**src/hw/smct_pkg.sv**
```systemverilog
package smct_pkg;

    // Widths
    localparam int ADDR_W = 24;
    localparam int DATA_W = 32;
    localparam int LANES = 4;
    localparam int BANKS = 4;
    localparam int BANK_W = 2;
    localparam int WAIT_W = 5;
    localparam int FIELD_W = 2;
    localparam int WORD_W = 4 * WAIT_W;
    localparam int CNT_W = WAIT_W + 1;

    // Field codes on the programming port
    localparam logic [FIELD_W-1:0] FIELD_OE_DELAY = 2'h0;
    localparam logic [FIELD_W-1:0] FIELD_RD_LENGTH = 2'h1;
    localparam logic [FIELD_W-1:0] FIELD_WE_DELAY = 2'h2;
    localparam logic [FIELD_W-1:0] FIELD_WR_LENGTH = 2'h3;

    // Field positions inside one bank word
    localparam int OE_DELAY_LSB = 0;
    localparam int RD_LENGTH_LSB = 5;
    localparam int WE_DELAY_LSB = 10;
    localparam int WR_LENGTH_LSB = 15;

    // Reset values of the wait counts
    localparam logic [WAIT_W-1:0] OE_DELAY_RESET = 5'h00;
    localparam logic [WAIT_W-1:0] RD_LENGTH_RESET = 5'h1F;
    localparam logic [WAIT_W-1:0] WE_DELAY_RESET = 5'h00;
    localparam logic [WAIT_W-1:0] WR_LENGTH_RESET = 5'h1F;
    localparam logic [WORD_W-1:0] WORD_RESET = {WR_LENGTH_RESET,
        WE_DELAY_RESET, RD_LENGTH_RESET, OE_DELAY_RESET};

    // Counting constants
    localparam logic [CNT_W-1:0] CNT_ONE = 6'h01;
    localparam logic [CNT_W-1:0] CNT_ZERO = 6'h00;

    typedef enum logic [4:0] {
        SMCT_IDLE = 5'b00001,
        SMCT_FETCH = 5'b00010,
        SMCT_LEAD = 5'b00100,
        SMCT_STROBE = 5'b01000,
        SMCT_HOLD = 5'b10000
    } smct_state_type;

endpackage

```
**src/hw/smct_wait_mem.sv**
```systemverilog
`timescale 1ns/1ps
`default_nettype none
module smct_wait_mem (
    // System
    input wire logic clk,
    input wire logic arst_n,
    // Field write
    input wire logic wrEn,
    input wire logic [smct_pkg::BANK_W-1:0] wrBank,
    input wire logic [smct_pkg::FIELD_W-1:0] wrField,
    input wire logic [smct_pkg::WAIT_W-1:0] wrValue,
    // Registered word read
    input wire logic [smct_pkg::BANK_W-1:0] rdBank,
    output logic [smct_pkg::WORD_W-1:0] rdWord
);

    logic [smct_pkg::WORD_W-1:0] wordMem_reg [smct_pkg::BANKS];
    logic [smct_pkg::WORD_W-1:0] rdWord_reg;

    always_ff @(posedge clk or negedge arst_n) begin
        if (!arst_n) begin
            for (int i = 0; i < smct_pkg::BANKS; i++) begin
                wordMem_reg[i] <= smct_pkg::WORD_RESET;
            end
        end else if (wrEn) begin
            unique case (wrField)
                smct_pkg::FIELD_OE_DELAY: begin
                    wordMem_reg[wrBank][smct_pkg::OE_DELAY_LSB +:
                        smct_pkg::WAIT_W] <= wrValue;
                end
                smct_pkg::FIELD_RD_LENGTH: begin
                    wordMem_reg[wrBank][smct_pkg::RD_LENGTH_LSB +:
                        smct_pkg::WAIT_W] <= wrValue;
                end
                smct_pkg::FIELD_WE_DELAY: begin
                    wordMem_reg[wrBank][smct_pkg::WE_DELAY_LSB +:
                        smct_pkg::WAIT_W] <= wrValue;
                end
                smct_pkg::FIELD_WR_LENGTH: begin
                    wordMem_reg[wrBank][smct_pkg::WR_LENGTH_LSB +:
                        smct_pkg::WAIT_W] <= wrValue;
                end
            endcase
        end
    end

    always_ff @(posedge clk or negedge arst_n) begin
        if (!arst_n) begin
            rdWord_reg <= smct_pkg::WORD_RESET;
        end else begin
            rdWord_reg <= wordMem_reg[rdBank];
        end
    end

    assign rdWord = rdWord_reg;

endmodule
`default_nettype wire

```
**src/hw/smct_top.sv**
```systemverilog
`timescale 1ns/1ps
`default_nettype none
module smct_top (
    // System
    input wire logic clk,
    input wire logic arst_n,
    // Wait count programming
    input wire logic cfgWrite,
    input wire logic [smct_pkg::BANK_W-1:0] cfgBank,
    input wire logic [smct_pkg::FIELD_W-1:0] cfgField,
    input wire logic [smct_pkg::WAIT_W-1:0] cfgValue,
    // Request side
    input wire logic reqValid,
    input wire logic reqWrite,
    input wire logic [smct_pkg::BANK_W-1:0] reqBank,
    input wire logic [smct_pkg::ADDR_W-1:0] reqAddr,
    input wire logic [smct_pkg::DATA_W-1:0] reqWData,
    input wire logic [smct_pkg::LANES-1:0] reqByteEn,
    output logic reqReady,
    output logic rspValid,
    output logic [smct_pkg::DATA_W-1:0] rspRData,
    output logic busy,
    // Static memory pins
    output logic [smct_pkg::BANKS-1:0] chipSelectN,
    output logic outputEnableN,
    output logic writeEnableN,
    output logic [smct_pkg::LANES-1:0] byteLaneSelectN,
    output logic [smct_pkg::ADDR_W-1:0] memAddr,
    output logic [smct_pkg::DATA_W-1:0] memDataOut,
    output logic memDataOeN,
    input wire logic [smct_pkg::DATA_W-1:0] memDataIn
);

    // Strobe length, never below one cycle
    function automatic logic [smct_pkg::CNT_W-1:0] strobeCycles(
        input logic [smct_pkg::WAIT_W-1:0] delay,
        input logic [smct_pkg::WAIT_W-1:0] len
    );
        logic [smct_pkg::CNT_W-1:0] diff;
        diff = {1'b0, len} - {1'b0, delay} + smct_pkg::CNT_ONE;
        if (len < delay) begin
            diff = smct_pkg::CNT_ONE;
        end
        return diff;
    endfunction

    function automatic logic [smct_pkg::WAIT_W-1:0] waitField(
        input logic [smct_pkg::WORD_W-1:0] word,
        input int lsb
    );
        return word[lsb +: smct_pkg::WAIT_W];
    endfunction

    // One step of a wait counter
    function automatic logic [smct_pkg::CNT_W-1:0] countDown(
        input logic [smct_pkg::CNT_W-1:0] value
    );
        return value - smct_pkg::CNT_ONE;
    endfunction

    smct_pkg::smct_state_type state_reg, state_next;
    logic [smct_pkg::CNT_W-1:0] cnt_reg, cnt_next;
    logic [smct_pkg::CNT_W-1:0] strobeLen_reg, strobeLen_next;
    logic isWrite_reg;
    logic [smct_pkg::BANK_W-1:0] bank_reg;
    logic [smct_pkg::ADDR_W-1:0] addr_reg;
    logic [smct_pkg::DATA_W-1:0] wdata_reg;
    logic [smct_pkg::LANES-1:0] byteEn_reg;
    logic [smct_pkg::WORD_W-1:0] waitWord;
    logic [smct_pkg::CNT_W-1:0] leadCycles;
    logic accept;
    logic strobeStart;
    logic strobeEnd;

    logic reqReady_reg;
    logic rspValid_reg;
    logic [smct_pkg::DATA_W-1:0] rspRData_reg;
    logic busy_reg;
    logic [smct_pkg::BANKS-1:0] chipSelectN_reg;
    logic outputEnableN_reg;
    logic writeEnableN_reg;
    logic [smct_pkg::LANES-1:0] byteLaneSelectN_reg;
    logic [smct_pkg::ADDR_W-1:0] memAddr_reg;
    logic [smct_pkg::DATA_W-1:0] memDataOut_reg;
    logic memDataOeN_reg;

    assign accept = reqValid && reqReady_reg;

    // Bank word arrives one cycle after the accept
    smct_wait_mem waitMem (
        .clk(clk),
        .arst_n(arst_n),
        .wrEn(cfgWrite),
        .wrBank(cfgBank),
        .wrField(cfgField),
        .wrValue(cfgValue),
        .rdBank(reqBank),
        .rdWord(waitWord)
    );

    always_comb begin
        leadCycles = {1'b0, waitField(waitWord, smct_pkg::OE_DELAY_LSB)};
        // write lead is delay plus one
        if (isWrite_reg) begin
            leadCycles = {1'b0, waitField(waitWord,
                smct_pkg::WE_DELAY_LSB)} + smct_pkg::CNT_ONE;
        end
    end

    always_comb begin
        strobeLen_next = strobeCycles(
            waitField(waitWord, smct_pkg::OE_DELAY_LSB),
            waitField(waitWord, smct_pkg::RD_LENGTH_LSB));
        if (isWrite_reg) begin
            strobeLen_next = strobeCycles(
                waitField(waitWord, smct_pkg::WE_DELAY_LSB),
                waitField(waitWord, smct_pkg::WR_LENGTH_LSB));
        end
    end

    always_comb begin
        state_next = state_reg;
        cnt_next = cnt_reg;
        unique case (state_reg)
            smct_pkg::SMCT_IDLE: begin
                if (accept) begin
                    state_next = smct_pkg::SMCT_FETCH;
                end
            end
            smct_pkg::SMCT_FETCH: begin
                if (leadCycles == smct_pkg::CNT_ZERO) begin
                    state_next = smct_pkg::SMCT_STROBE;
                    cnt_next = countDown(strobeLen_next);
                end else begin
                    state_next = smct_pkg::SMCT_LEAD;
                    cnt_next = countDown(leadCycles);
                end
            end
            smct_pkg::SMCT_LEAD: begin
                if (cnt_reg == smct_pkg::CNT_ZERO) begin
                    state_next = smct_pkg::SMCT_STROBE;
                    cnt_next = countDown(strobeLen_reg);
                end else begin
                    cnt_next = countDown(cnt_reg);
                end
            end
            smct_pkg::SMCT_STROBE: begin
                if (cnt_reg == smct_pkg::CNT_ZERO) begin
                    state_next = smct_pkg::SMCT_HOLD;
                end else begin
                    cnt_next = countDown(cnt_reg);
                end
            end
            smct_pkg::SMCT_HOLD: begin
                state_next = smct_pkg::SMCT_IDLE;
            end
            // Illegal one-hot code falls back to idle
            default: begin
                state_next = smct_pkg::SMCT_IDLE;
            end
        endcase
    end

    assign strobeStart = (state_next == smct_pkg::SMCT_STROBE) &&
        (state_reg != smct_pkg::SMCT_STROBE);
    assign strobeEnd = (state_reg == smct_pkg::SMCT_STROBE) &&
        (state_next == smct_pkg::SMCT_HOLD);

    // Sequencer
    always_ff @(posedge clk or negedge arst_n) begin
        if (!arst_n) begin
            state_reg <= smct_pkg::SMCT_IDLE;
            cnt_reg <= smct_pkg::CNT_ZERO;
            strobeLen_reg <= smct_pkg::CNT_ONE;
        end else begin
            state_reg <= state_next;
            cnt_reg <= cnt_next;
            if (state_reg == smct_pkg::SMCT_FETCH) begin
                strobeLen_reg <= strobeLen_next;
            end
        end
    end

    // Request capture
    always_ff @(posedge clk or negedge arst_n) begin
        if (!arst_n) begin
            isWrite_reg <= 1'b0;
            bank_reg <= '0;
            addr_reg <= '0;
            wdata_reg <= '0;
            byteEn_reg <= '0;
        end else if (accept) begin
            isWrite_reg <= reqWrite;
            bank_reg <= reqBank;
            addr_reg <= reqAddr;
            wdata_reg <= reqWData;
            byteEn_reg <= reqByteEn;
        end
    end

    // Chip select, address and write data
    always_ff @(posedge clk or negedge arst_n) begin
        if (!arst_n) begin
            chipSelectN_reg <= '1;
            memAddr_reg <= '0;
            memDataOut_reg <= '0;
            memDataOeN_reg <= 1'b1;
        end else if (state_reg == smct_pkg::SMCT_FETCH) begin
            chipSelectN_reg <= ~(smct_pkg::BANKS'(1) << bank_reg);
            memAddr_reg <= addr_reg;
            if (isWrite_reg) begin
                memDataOut_reg <= wdata_reg;
                memDataOeN_reg <= 1'b0;
            end
        end else if (strobeEnd && !isWrite_reg) begin
            chipSelectN_reg <= '1;
        end else if (state_reg == smct_pkg::SMCT_HOLD) begin
            chipSelectN_reg <= '1;
            memDataOeN_reg <= 1'b1;
        end
    end

    // Strobes
    always_ff @(posedge clk or negedge arst_n) begin
        if (!arst_n) begin
            outputEnableN_reg <= 1'b1;
            writeEnableN_reg <= 1'b1;
            byteLaneSelectN_reg <= '1;
        end else if (strobeStart) begin
            if (isWrite_reg) begin
                writeEnableN_reg <= 1'b0;
                byteLaneSelectN_reg <= ~byteEn_reg;
            end else begin
                outputEnableN_reg <= 1'b0;
                byteLaneSelectN_reg <= '0;
            end
        end else if (strobeEnd) begin
            outputEnableN_reg <= 1'b1;
            writeEnableN_reg <= 1'b1;
            byteLaneSelectN_reg <= '1;
        end
    end

    // Request handshake
    always_ff @(posedge clk or negedge arst_n) begin
        if (!arst_n) begin
            reqReady_reg <= 1'b1;
            busy_reg <= 1'b0;
        end else begin
            reqReady_reg <= (state_next == smct_pkg::SMCT_IDLE);
            busy_reg <= (state_next != smct_pkg::SMCT_IDLE);
        end
    end

    // Access answer
    always_ff @(posedge clk or negedge arst_n) begin
        if (!arst_n) begin
            rspValid_reg <= 1'b0;
            rspRData_reg <= '0;
        end else begin
            rspValid_reg <= (state_reg == smct_pkg::SMCT_HOLD);
            if (strobeEnd && !isWrite_reg) begin
                rspRData_reg <= memDataIn;
            end
        end
    end

    assign reqReady = reqReady_reg;
    assign rspValid = rspValid_reg;
    assign rspRData = rspRData_reg;
    assign busy = busy_reg;
    assign chipSelectN = chipSelectN_reg;
    assign outputEnableN = outputEnableN_reg;
    assign writeEnableN = writeEnableN_reg;
    assign byteLaneSelectN = byteLaneSelectN_reg;
    assign memAddr = memAddr_reg;
    assign memDataOut = memDataOut_reg;
    assign memDataOeN = memDataOeN_reg;

endmodule
`default_nettype wire

```
**config.mk**
```make
export PLATFORM = sky130hd
export DESIGN_NAME = smct_top
export DESIGN_NICKNAME = d
export VERILOG_FILES = /design/src/hw/smct_pkg.sv /design/src/hw/smct_wait_mem.sv /design/src/hw/smct_top.sv
export SDC_FILE = /design/constraint.sdc
export NUM_CORES = 1
export LEC_CHECK = 0
export BUFFER_PORTS_ARGS = -buffer_cell sky130_fd_sc_hd__buf_4
export CAP_MARGIN = 20
export CORE_MARGIN = 4
export CORE_UTILIZATION = 51
export DETAILED_ROUTE_END_ITERATION = 8
export HOLD_SLACK_MARGIN = 0.06
export PLACE_DENSITY = 0.76
export SYNTH_ARGS = -nofsm -noshare
export SYNTH_HDL_FRONTEND = slang
export SYNTH_HIERARCHICAL = 1
export SYNTH_SLANG_ARGS = --single-unit
```
**constraint.sdc**
```tcl
create_clock -name clk -period 2.9 [get_ports clk]
set_clock_uncertainty 0.2 [all_clocks]
set_input_delay 0.29 -clock clk [delete_from_list [all_inputs] [get_ports clk]]
set_output_delay 0.29 -clock clk [all_outputs]
set_load 0.02 [all_outputs]
```
# After elaboration in Yosys (flattened, before gate mapping)
# Cells that the tools add are included.
# totals
word_cells	122
inputBits	108
regBits	282
out_inout_bits	102
# classes
eq_ne	18
n_shift	1
add_sub_neg	9
n_lt_le_gt_ge	5
mux	43
bitwise	4
reduce_logical	18
# ops
operator	count
bitwise mux 80 bit	4
case mux 80 bit (4 select lines)	1
demux 20 bit (select 2 bit)	4
2-to-1 mux 20 bit	3
2-to-1 mux 6 bit	7
binary-select mux 20 bit (select 2 bit)	1
2-to-1 mux 4 bit	7
subtractor 6 x 1 -> 6 bit, second input constant	4
2-to-1 mux 5 bit	4
case mux 5 bit (4 select lines)	1
case mux 6 bit (3 select lines)	1
2-to-1 mux 15 bit	1
adder 6 x 1 -> 6 bit, second input constant	2
zero test 6 bit	2
subtractor 5 x 5 -> 6 bit	2
equality test 5 x 1 -> 1 bit, second input constant	2
equality test 5 x 4 -> 1 bit, second input constant	2
equality test 5 bit, second input constant	2
less-than comparator 5 bit	2
2-to-1 mux 10 bit	1
inequality test 2 bit, second input constant	5
2-to-1 mux 1 bit	8
NOT 4 bit	2
AND reduction 2 bit	4
17 further kinds	26

# Logic depth before layout (Yosys ltp)
# Gate-level depths: netlist of run 1.
# logic_depth
word_depth	10
depth_mapped	12

# Cells and area by module
# The synthesis of run 1 kept the hierarchy.
# modules_own_cells
module	seq_area_each_um2	area_per_inst_um2	instances	cells_each
smct_top	4571.9	8251.7	1	663
smct_wait_mem	2565.0	4187.8	1	238

# Least setup slack after synthesis of run 1
# No wires, ideal clock.
# synth_path
kind	register -> register
startpoint	reg waitMem.rdWord_reg (netlist bit waitMem/rdWord[6])
endpoint	reg cnt_reg[4] (netlist bit)
n_path_buf	0
required_time_ns	2.562
slack_ns	0.023
stages_incl_launch_ff	12
arrival_time_ns	2.539
path_cell_list	dfstp_2 > ha_1 > nor2b_1 > o2111ai_1 > a31oi_1 > a22o_1 > a221oi_1 > ha_1 > nand3b_1 > a211oi_2 > xor2_1 > o221ai_2
# synth_between
elab_chain_len	7
# synth_lines
item	line_no	text
from (decl)	smct_wait_mem.sv:18	logic [smct_pkg::WORD_W-1:0] rdWord_reg;
from (signal assigned)	smct_wait_mem.sv:49	rdWord_reg <= smct_pkg::WORD_RESET;
from (signal assigned)	smct_wait_mem.sv:51	rdWord_reg <= wordMem_reg[rdBank];
subtractor 5 x 5 -> 6 bit	smct_top.sv:40	diff = {1'b0, len} - {1'b0, delay} + smct_pkg::CNT_ONE;
adder 6 x 1 -> 6 bit	smct_top.sv:40	
2-to-1 mux 6 bit *	smct_top.sv:41	if (len < delay) begin
2-to-1 mux 6 bit *	smct_top.sv:114	if (isWrite_reg) begin
subtractor 6 x 1 -> 6 bit *	smct_top.sv:58	return value - smct_pkg::CNT_ONE;
2-to-1 mux 6 bit *	smct_top.sv:131	if (leadCycles == smct_pkg::CNT_ZERO) begin
case mux 6 bit (3 select lines) *	smct_top.sv:124	unique case (state_reg)
to (signal assigned)	smct_top.sv:173	cnt_reg <= smct_pkg::CNT_ZERO;
to (signal assigned)	smct_top.sv:177	cnt_reg <= cnt_next;
to (decl)	smct_top.sv:62	logic [smct_pkg::CNT_W-1:0] cnt_reg, cnt_next;
# Every way passes the cells marked *; elsewhere a longest branch is shown, timed or not.
# A chain may end at the register's enable or synchronous reset.

# Worst setup path in the final report of run 1
# Ends and elaborated chain as after synthesis.

==> run metrics, run 1 <==
reg2reg end=cnt_reg[4]; DP HPWL=18.5 mm; routability cong.=roughly 0.88; CTS Buf Count=29; HP Class=input pin to async pin; Layout Cells excl Fill=1581; Finish-stage setup viols=2; insertion delay to the later sink of the worst-skew pair=0.56 ns; # fillers=1569; Final Hold Viols=0; Worst Path Required=between 3 and 4 ns; Mapped Nets=1039; most instantiated cells after synthesis=218 x dfrtp_1, 190 x mux2_2, 103 x nand2_1; Initial DRC Count=534; Arrival @ worst endpoint=around 3.1 ns; Yosys Warn Count=6; layout cells sized above 1=49.8%; Num Clock Sinks=282; Nets=1376; global-route wire length before repair=46.8 mm; Yosys reg bits=282; die width=164 um; Slew @ Worst Pin=0.598 ns; PwrDens=between 800 and 900 mW/mm^2; reg-to-reg slack, setup=-0.02 ns; CP Capture Type=flip-flop; gr ovfl total=0; Via density=5.30; CP max FO=2; crit-path max cell delay=approximately 0.56 ns; Max-slew headroom=approximately 60%; Netlist cell types=77; clock root cell=clkbuf_16; Critical Path, Cell by Cell=ha_4, nor2b_4, o2111ai_4, a31oi_4, a22o_1, a221oi_2, ha_2, nand3b_1, a211oi_2, xor2_1, o221ai_2; Remaining DRCs=0; Post-synth EDFFs=0; Core Util, Final=70.1%; post-synthesis area per instance=13.8 um^2; most frequent cell after synthesis=dfrtp_1; routed len/inst=18.5 um; P&R area growth vs syn=33.9%; Worst-path clk slew=0.06 ns; drt total wl=29.2 mm; TritonRoute pass-1 iters=4; cell taking the most area after synthesis=dfrtp_1; Initial Util=52.4%; CTS tree=done; min Tclk post-route=2.92 ns; num ports=210; antenna viol nets, final=0; Syn Inst Count=901; Tot GR Track Use=21.6%; # rows=56; DR vias=8380; die height=164 um; Placeable Area=about 0.024 mm^2; port buffer count=209; initial antenna violation count=1; H-tree levels=1; worst IR drop on VDD=0.776 mV; unrepaired setup endpoints after global routing=true; Critical R2R Launch=waitMem/rdWord[6]; failing checks=negative setup slack; P_leak=about 7.7 nW; Mapped Area=0.0124 mm^2; sequential-to-total area share from yosys stat=57.4%; startpoint types=flip-flop; Pins Over Slew Limit=0; top_reg_cell synth=dfrtp_1; CTS max path bufs=3; status=finished, violations left; r2r worst-path depth=11; placed insts=1419; period utilization=101%; largest net degree at the start of global routing=76; Peak Freq=0.342 GHz; total of max-cap violations=0; top-area cell type share of the netlist area=between 40% and 50%; CP Class=flip-flop to flip-flop; ys async rst share=100%; Critical Path Slowest Stage Cell=dfstp_2; vias in the first global route=8966; die area=0.0270 mm^2; Synth area leaders=dfrtp_1 44%, mux2_2 17%, dfstp_2 14%, mux4_2 3.6%, nand2_1 3.1%; Setup WS post-layout=-0.0229 ns
[metal layers]
metal  vias to the layer above  GRT usage, %  part of all wire, %
met5                         -             0                    0
met4                         0          8.04                  4.2
met3                        80          3.29                  4.4
met2                       212          37.6                   51
met1                      4230          27.4                   40
li1                       3858             -                    -
[layout by cell type, fill, tap and decap left out, types with 6 or more instances in the layout]
cell and n:
dlygate4sd3_1 100, clkbuf_16 29, ha_1 21, dfstp_2 64
xnor2_1 9, xor2_1 7, o21ai_0 9, inv_1 32
nand2_1 102, a21oi_1 16, dfrtp_1 218, nor2_1 25
mux2_4 10, clkbuf_8 7, mux4_2 20, nand2b_1 6
buf_4 242, nor3_1 11, nand3_1 8, mux2_1 7
mux2_2 190
[how the worst max path moves through the flow]
stage / endpoint / cells past startpoint / slack, ns / from
detailed placement: cnt_reg[4] / 11 / -0.12 / waitMem/rdWord[6]
floorplan: cnt_reg[4] / 11 / 0.02 / waitMem/rdWord[6]
CTS: cnt_reg[4] / 12 / -0.03 / waitMem/rdWord[8]
finish: cnt_reg[4] / 11 / -0.02 / waitMem/rdWord[6]
global route: cnt_reg[4] / 11 / -0.17 / waitMem/rdWord[16]
global placement: cnt_reg[4] / 11 / -0.02 / waitMem/rdWord[16]
[power breakdown]
group / total, mW / internal [mW] / switching (mW) / leakage [nW]
Combinational: 5.20 / 2.63 / 2.57 / 3.82
Sequential: 5.97 / 5.26 / 0.707 / 3.39
Clock: 3.75 / 2.20 / 1.54 / 0.476
Total: 14.9 / 10.1 / 4.82 / 7.68
[what timing repair did]
item                       4_1_cts  5_1_grt
gates resized for setup         14       11
pin swaps                       10       11
buffers inserted                 5        3
hold buffers                   100        0
hold endpoints to repair       402        0
setup endpoints to repair        3        4
[metrics by stage]
stage                     power (mW)  hold WS (ns)  TNS (ns)  setup WS [ns]  cell area, um^2
after floorplan                 9.00        -0.206         0         0.0233            12400
after global placement          10.6         0.105   -0.0166        -0.0166            14500
after detailed placement        10.8         0.101    -0.127         -0.116            14500
after CTS                       14.9        0.0849   -0.0500        -0.0286            16600
after global routing            15.7         0.105    -0.320         -0.168            16700
final                           14.9        0.0773   -0.0235        -0.0229            16700
[cell families after synthesis]
logic type / synth area share [%]
compound gates: 5.14
xor+xnor: 1.20
fa+ha+maj: 3.26
buf+inv: 2.92
flops: 57.4
mux: 22.7
simple gates: 7.37
[worst max-delay path, delay by kind of cell, from the launching register on]
family / cells / cell delay (ns)
compound gates: 6 / 1.19
flops: 1 / 0.56
fa+ha+maj: 2 / 0.43
simple gates: 2 / 0.22
xor+xnor: 1 / 0.20
[cell type report]
cell class	instances	area [um^2]	share of cell area, %
multi-input cells	544	5080	30.5
repair buffers	349	2940	17.6
clock buffers	40	837	5.02
inverters	32	120	0.721
well taps	319	399	2.40
clock inverters	13	144	0.864
diodes	2	5.00	0.0300
flip-flops and latches	282	7140	42.8
(Power assumes the default switching activity.)
==> inputs of run 2 (changes only) <==
--- a/config.mk
+++ b/config.mk
@@ -12,6 +12,7 @@
 export DETAILED_ROUTE_END_ITERATION = 8
 export HOLD_SLACK_MARGIN = 0.06
 export PLACE_DENSITY = 0.76
+export SKIP_CTS_REPAIR_TIMING = 1
 export SYNTH_ARGS = -nofsm -noshare
 export SYNTH_HDL_FRONTEND = slang
 export SYNTH_HIERARCHICAL = 1
==> run 2 against run 1 <==
Compared with the run above: the flow still finishes with violations (negative setup slack); die area unchanged; first-iteration DRC count increased by 4.7%; maximum frequency decreased by 2.5%; sequential power about the same; utilization about the same; clock-buffer cell count is the same; critical path depth rose by 1; combinational power hardly changed; global-route usage fell by 2.1 points; flip-flop and latch count unchanged; critical path type unchanged; largest power group unchanged.
==> run metrics, run 2 (synthesized netlist as in run 1, its figures left out) <==
status=finished, violations left; failing checks=negative setup slack; total of max-cap violations=0 (unchanged); Pins Over Slew Limit=0 (unchanged); Via density=5.33 (+0.50%); CTS max path bufs=3 (unchanged); Final Hold Viols=0 (unchanged); P_leak=7.68 nW (about the same); Arrival @ worst endpoint=3.24 ns (+0.10 ns); Initial DRC Count=559 (+4.7%); Nets=1375 (-0.073%); leading cell type in the layout, fill and taps excluded=buf_4; period utilization=103% (+2.6 points); Final Power=14.9 mW (about the same); Setup WS post-layout=-0.0991 ns (-0.0762 ns); dpl cell area=0.0145 mm^2 (unchanged); routed len/inst=18.4 um (-0.48%); Placeable Area=0.0238 mm^2 (unchanged); port buffer count=209 (unchanged); CP max FO=3 (+1); P&R area growth vs syn=33.8% (about the same); die width=164 um (unchanged); crit-path max cell delay=0.52 ns (-0.04 ns); Peak Freq=0.333 GHz (-2.5%); DR vias=8406 (+0.31%); Remaining DRCs=0 (unchanged); Worst-path clk slew=0.07 ns (about the same); TritonRoute pass-1 iters=4 (unchanged); antenna fix cells=0 (-2); Critical Path Slowest Stage Cell=fa_1; Slew @ Worst Pin=0.599 ns (+0.000779 ns); Tot GR Track Use=19.5% (-2.1 points); CTS tree=done; Initial Util=52.4% (unchanged); WHS=0.0808 ns (+0.00343 ns); placed insts=1419 (unchanged); clock root cell=clkbuf_16; startpoint types=flip-flop; PwrDens=896 mW/mm^2 (about the same); die height=164 um (unchanged); layout cells sized above 1=49.6% (-0.20 points); CP Class=flip-flop to flip-flop; CTS Buf Count=29 (unchanged); DP HPWL=18.5 mm (unchanged); Max-slew headroom=60.1% (about the same); H-tree levels=1 (unchanged); Critical Path, Cell by Cell=buf_4, inv_2, ha_4, inv_1, ha_1, fa_1, nor2_1, a31o_2, a21bo_2, a31o_2, xor2_1, o221a_1; # fillers=1566 (-0.19%); most frequent CP cell=a31o_2; gr ovfl total=0 (unchanged); initial antenna violation count=0 (-1); HP Class=input pin to async pin; die area=0.0270 mm^2 (unchanged); routability cong.=0.880 (unchanged); most frequent cells in the layout=242 x buf_4, 218 x dfrtp_1, 190 x mux2_2; insertion delay to the later sink of the worst-skew pair=0.55 ns (about the same); drt total wl=29.0 mm (-0.67%); Num Clock Sinks=282 (unchanged); Finish-stage setup viols=4 (+2); worst IR drop on VDD=0.731 mV (-5.8%); # rows=56 (unchanged); Top delay family on crit path=adder cells; WP buf/inv=3 (+3); CP Capture Type=flip-flop; min Tclk post-route=3.00 ns (+0.0762 ns); unrepaired setup endpoints after global routing=true; global-route wire length before repair=42.7 mm (-8.8%); num ports=210 (unchanged); Worst Path Required=3.14 ns (+0.03 ns); vias in the first global route=8193 (-8.6%); antenna viol nets, final=0 (unchanged); Layout Cells excl Fill=1578 (-0.19%); post-route cell area=0.0166 mm^2 (about the same); largest net degree at the start of global routing=76 (unchanged)
run 2: area by class of cell:
class                      count  area, um^2  share of cell area [%]
timing repair buffer         348        2920                    17.6
inverter                      32         120                   0.721
sequential                   282        7140                    42.9
clock inverter                13         144                   0.864
tap                          319         399                    2.40
clock buffer                  40         837                    5.03
multi-input combinational    544        5090                    30.6
run 2: final timing paths:
path                                      endpoint               start  depth (start not counted)  slack, ns
worst max-delay path                    cnt_reg[3]  waitMem/rdWord[11]                         12       -0.1
worst min-delay path                 wdata_reg[10]              arst_n                          2       0.08
worst max register to register          cnt_reg[3]  waitMem/rdWord[11]                         12       -0.1
worst min register to register  byteLaneSelectN[1]       byteEn_reg[1]                          1       0.25
max in group asynchronous         strobeLen_reg[0]              arst_n                          3       1.55
min in group clk                waitMem/rdWord[18]          reqBank[0]                          2       0.10
run 2: worst reg2reg max path, stage by stage, from the launching register on:
cell and delay, ns:
dfrtp_1 0.36, buf_4 0.12, inv_2 0.04, ha_4 0.26
inv_1 0.04, ha_1 0.23, fa_1 0.52, nor2_1 0.06
a31o_2 0.22, a21bo_2 0.22, a31o_2 0.26, xor2_1 0.14
o221a_1 0.21
run 2: per-stage QoR:
stage	setup TNS (ns)	utilization, %	setup WS (ns)
detailed placement	-0.127	61.0	-0.116
CTS	-0.170	65.1	-0.135
global route	-0.684	70.1	-0.250
finish	-0.253	70.1	-0.0991
global placement	-0.0166	61.0	-0.0166
floorplan	0	-	0.0233
run 2: layer usage:
layer,global-route usage (%),share of wire [%],vias to the layer above,routed length (um)
li1,-,-,3849,-
met1,26.0,41,4280,12000
met2,33.7,51,209,14900
met3,2.91,4.2,68,1230
met5,0,0,-,0
met4,4.77,3.1,0,898
run 2: where the power goes:
part / switching [mW] / internal, mW
sequential: 0.712 / 5.26
clock: 1.55 / 2.20
combinational: 2.56 / 2.63
total: 4.82 / 10.1
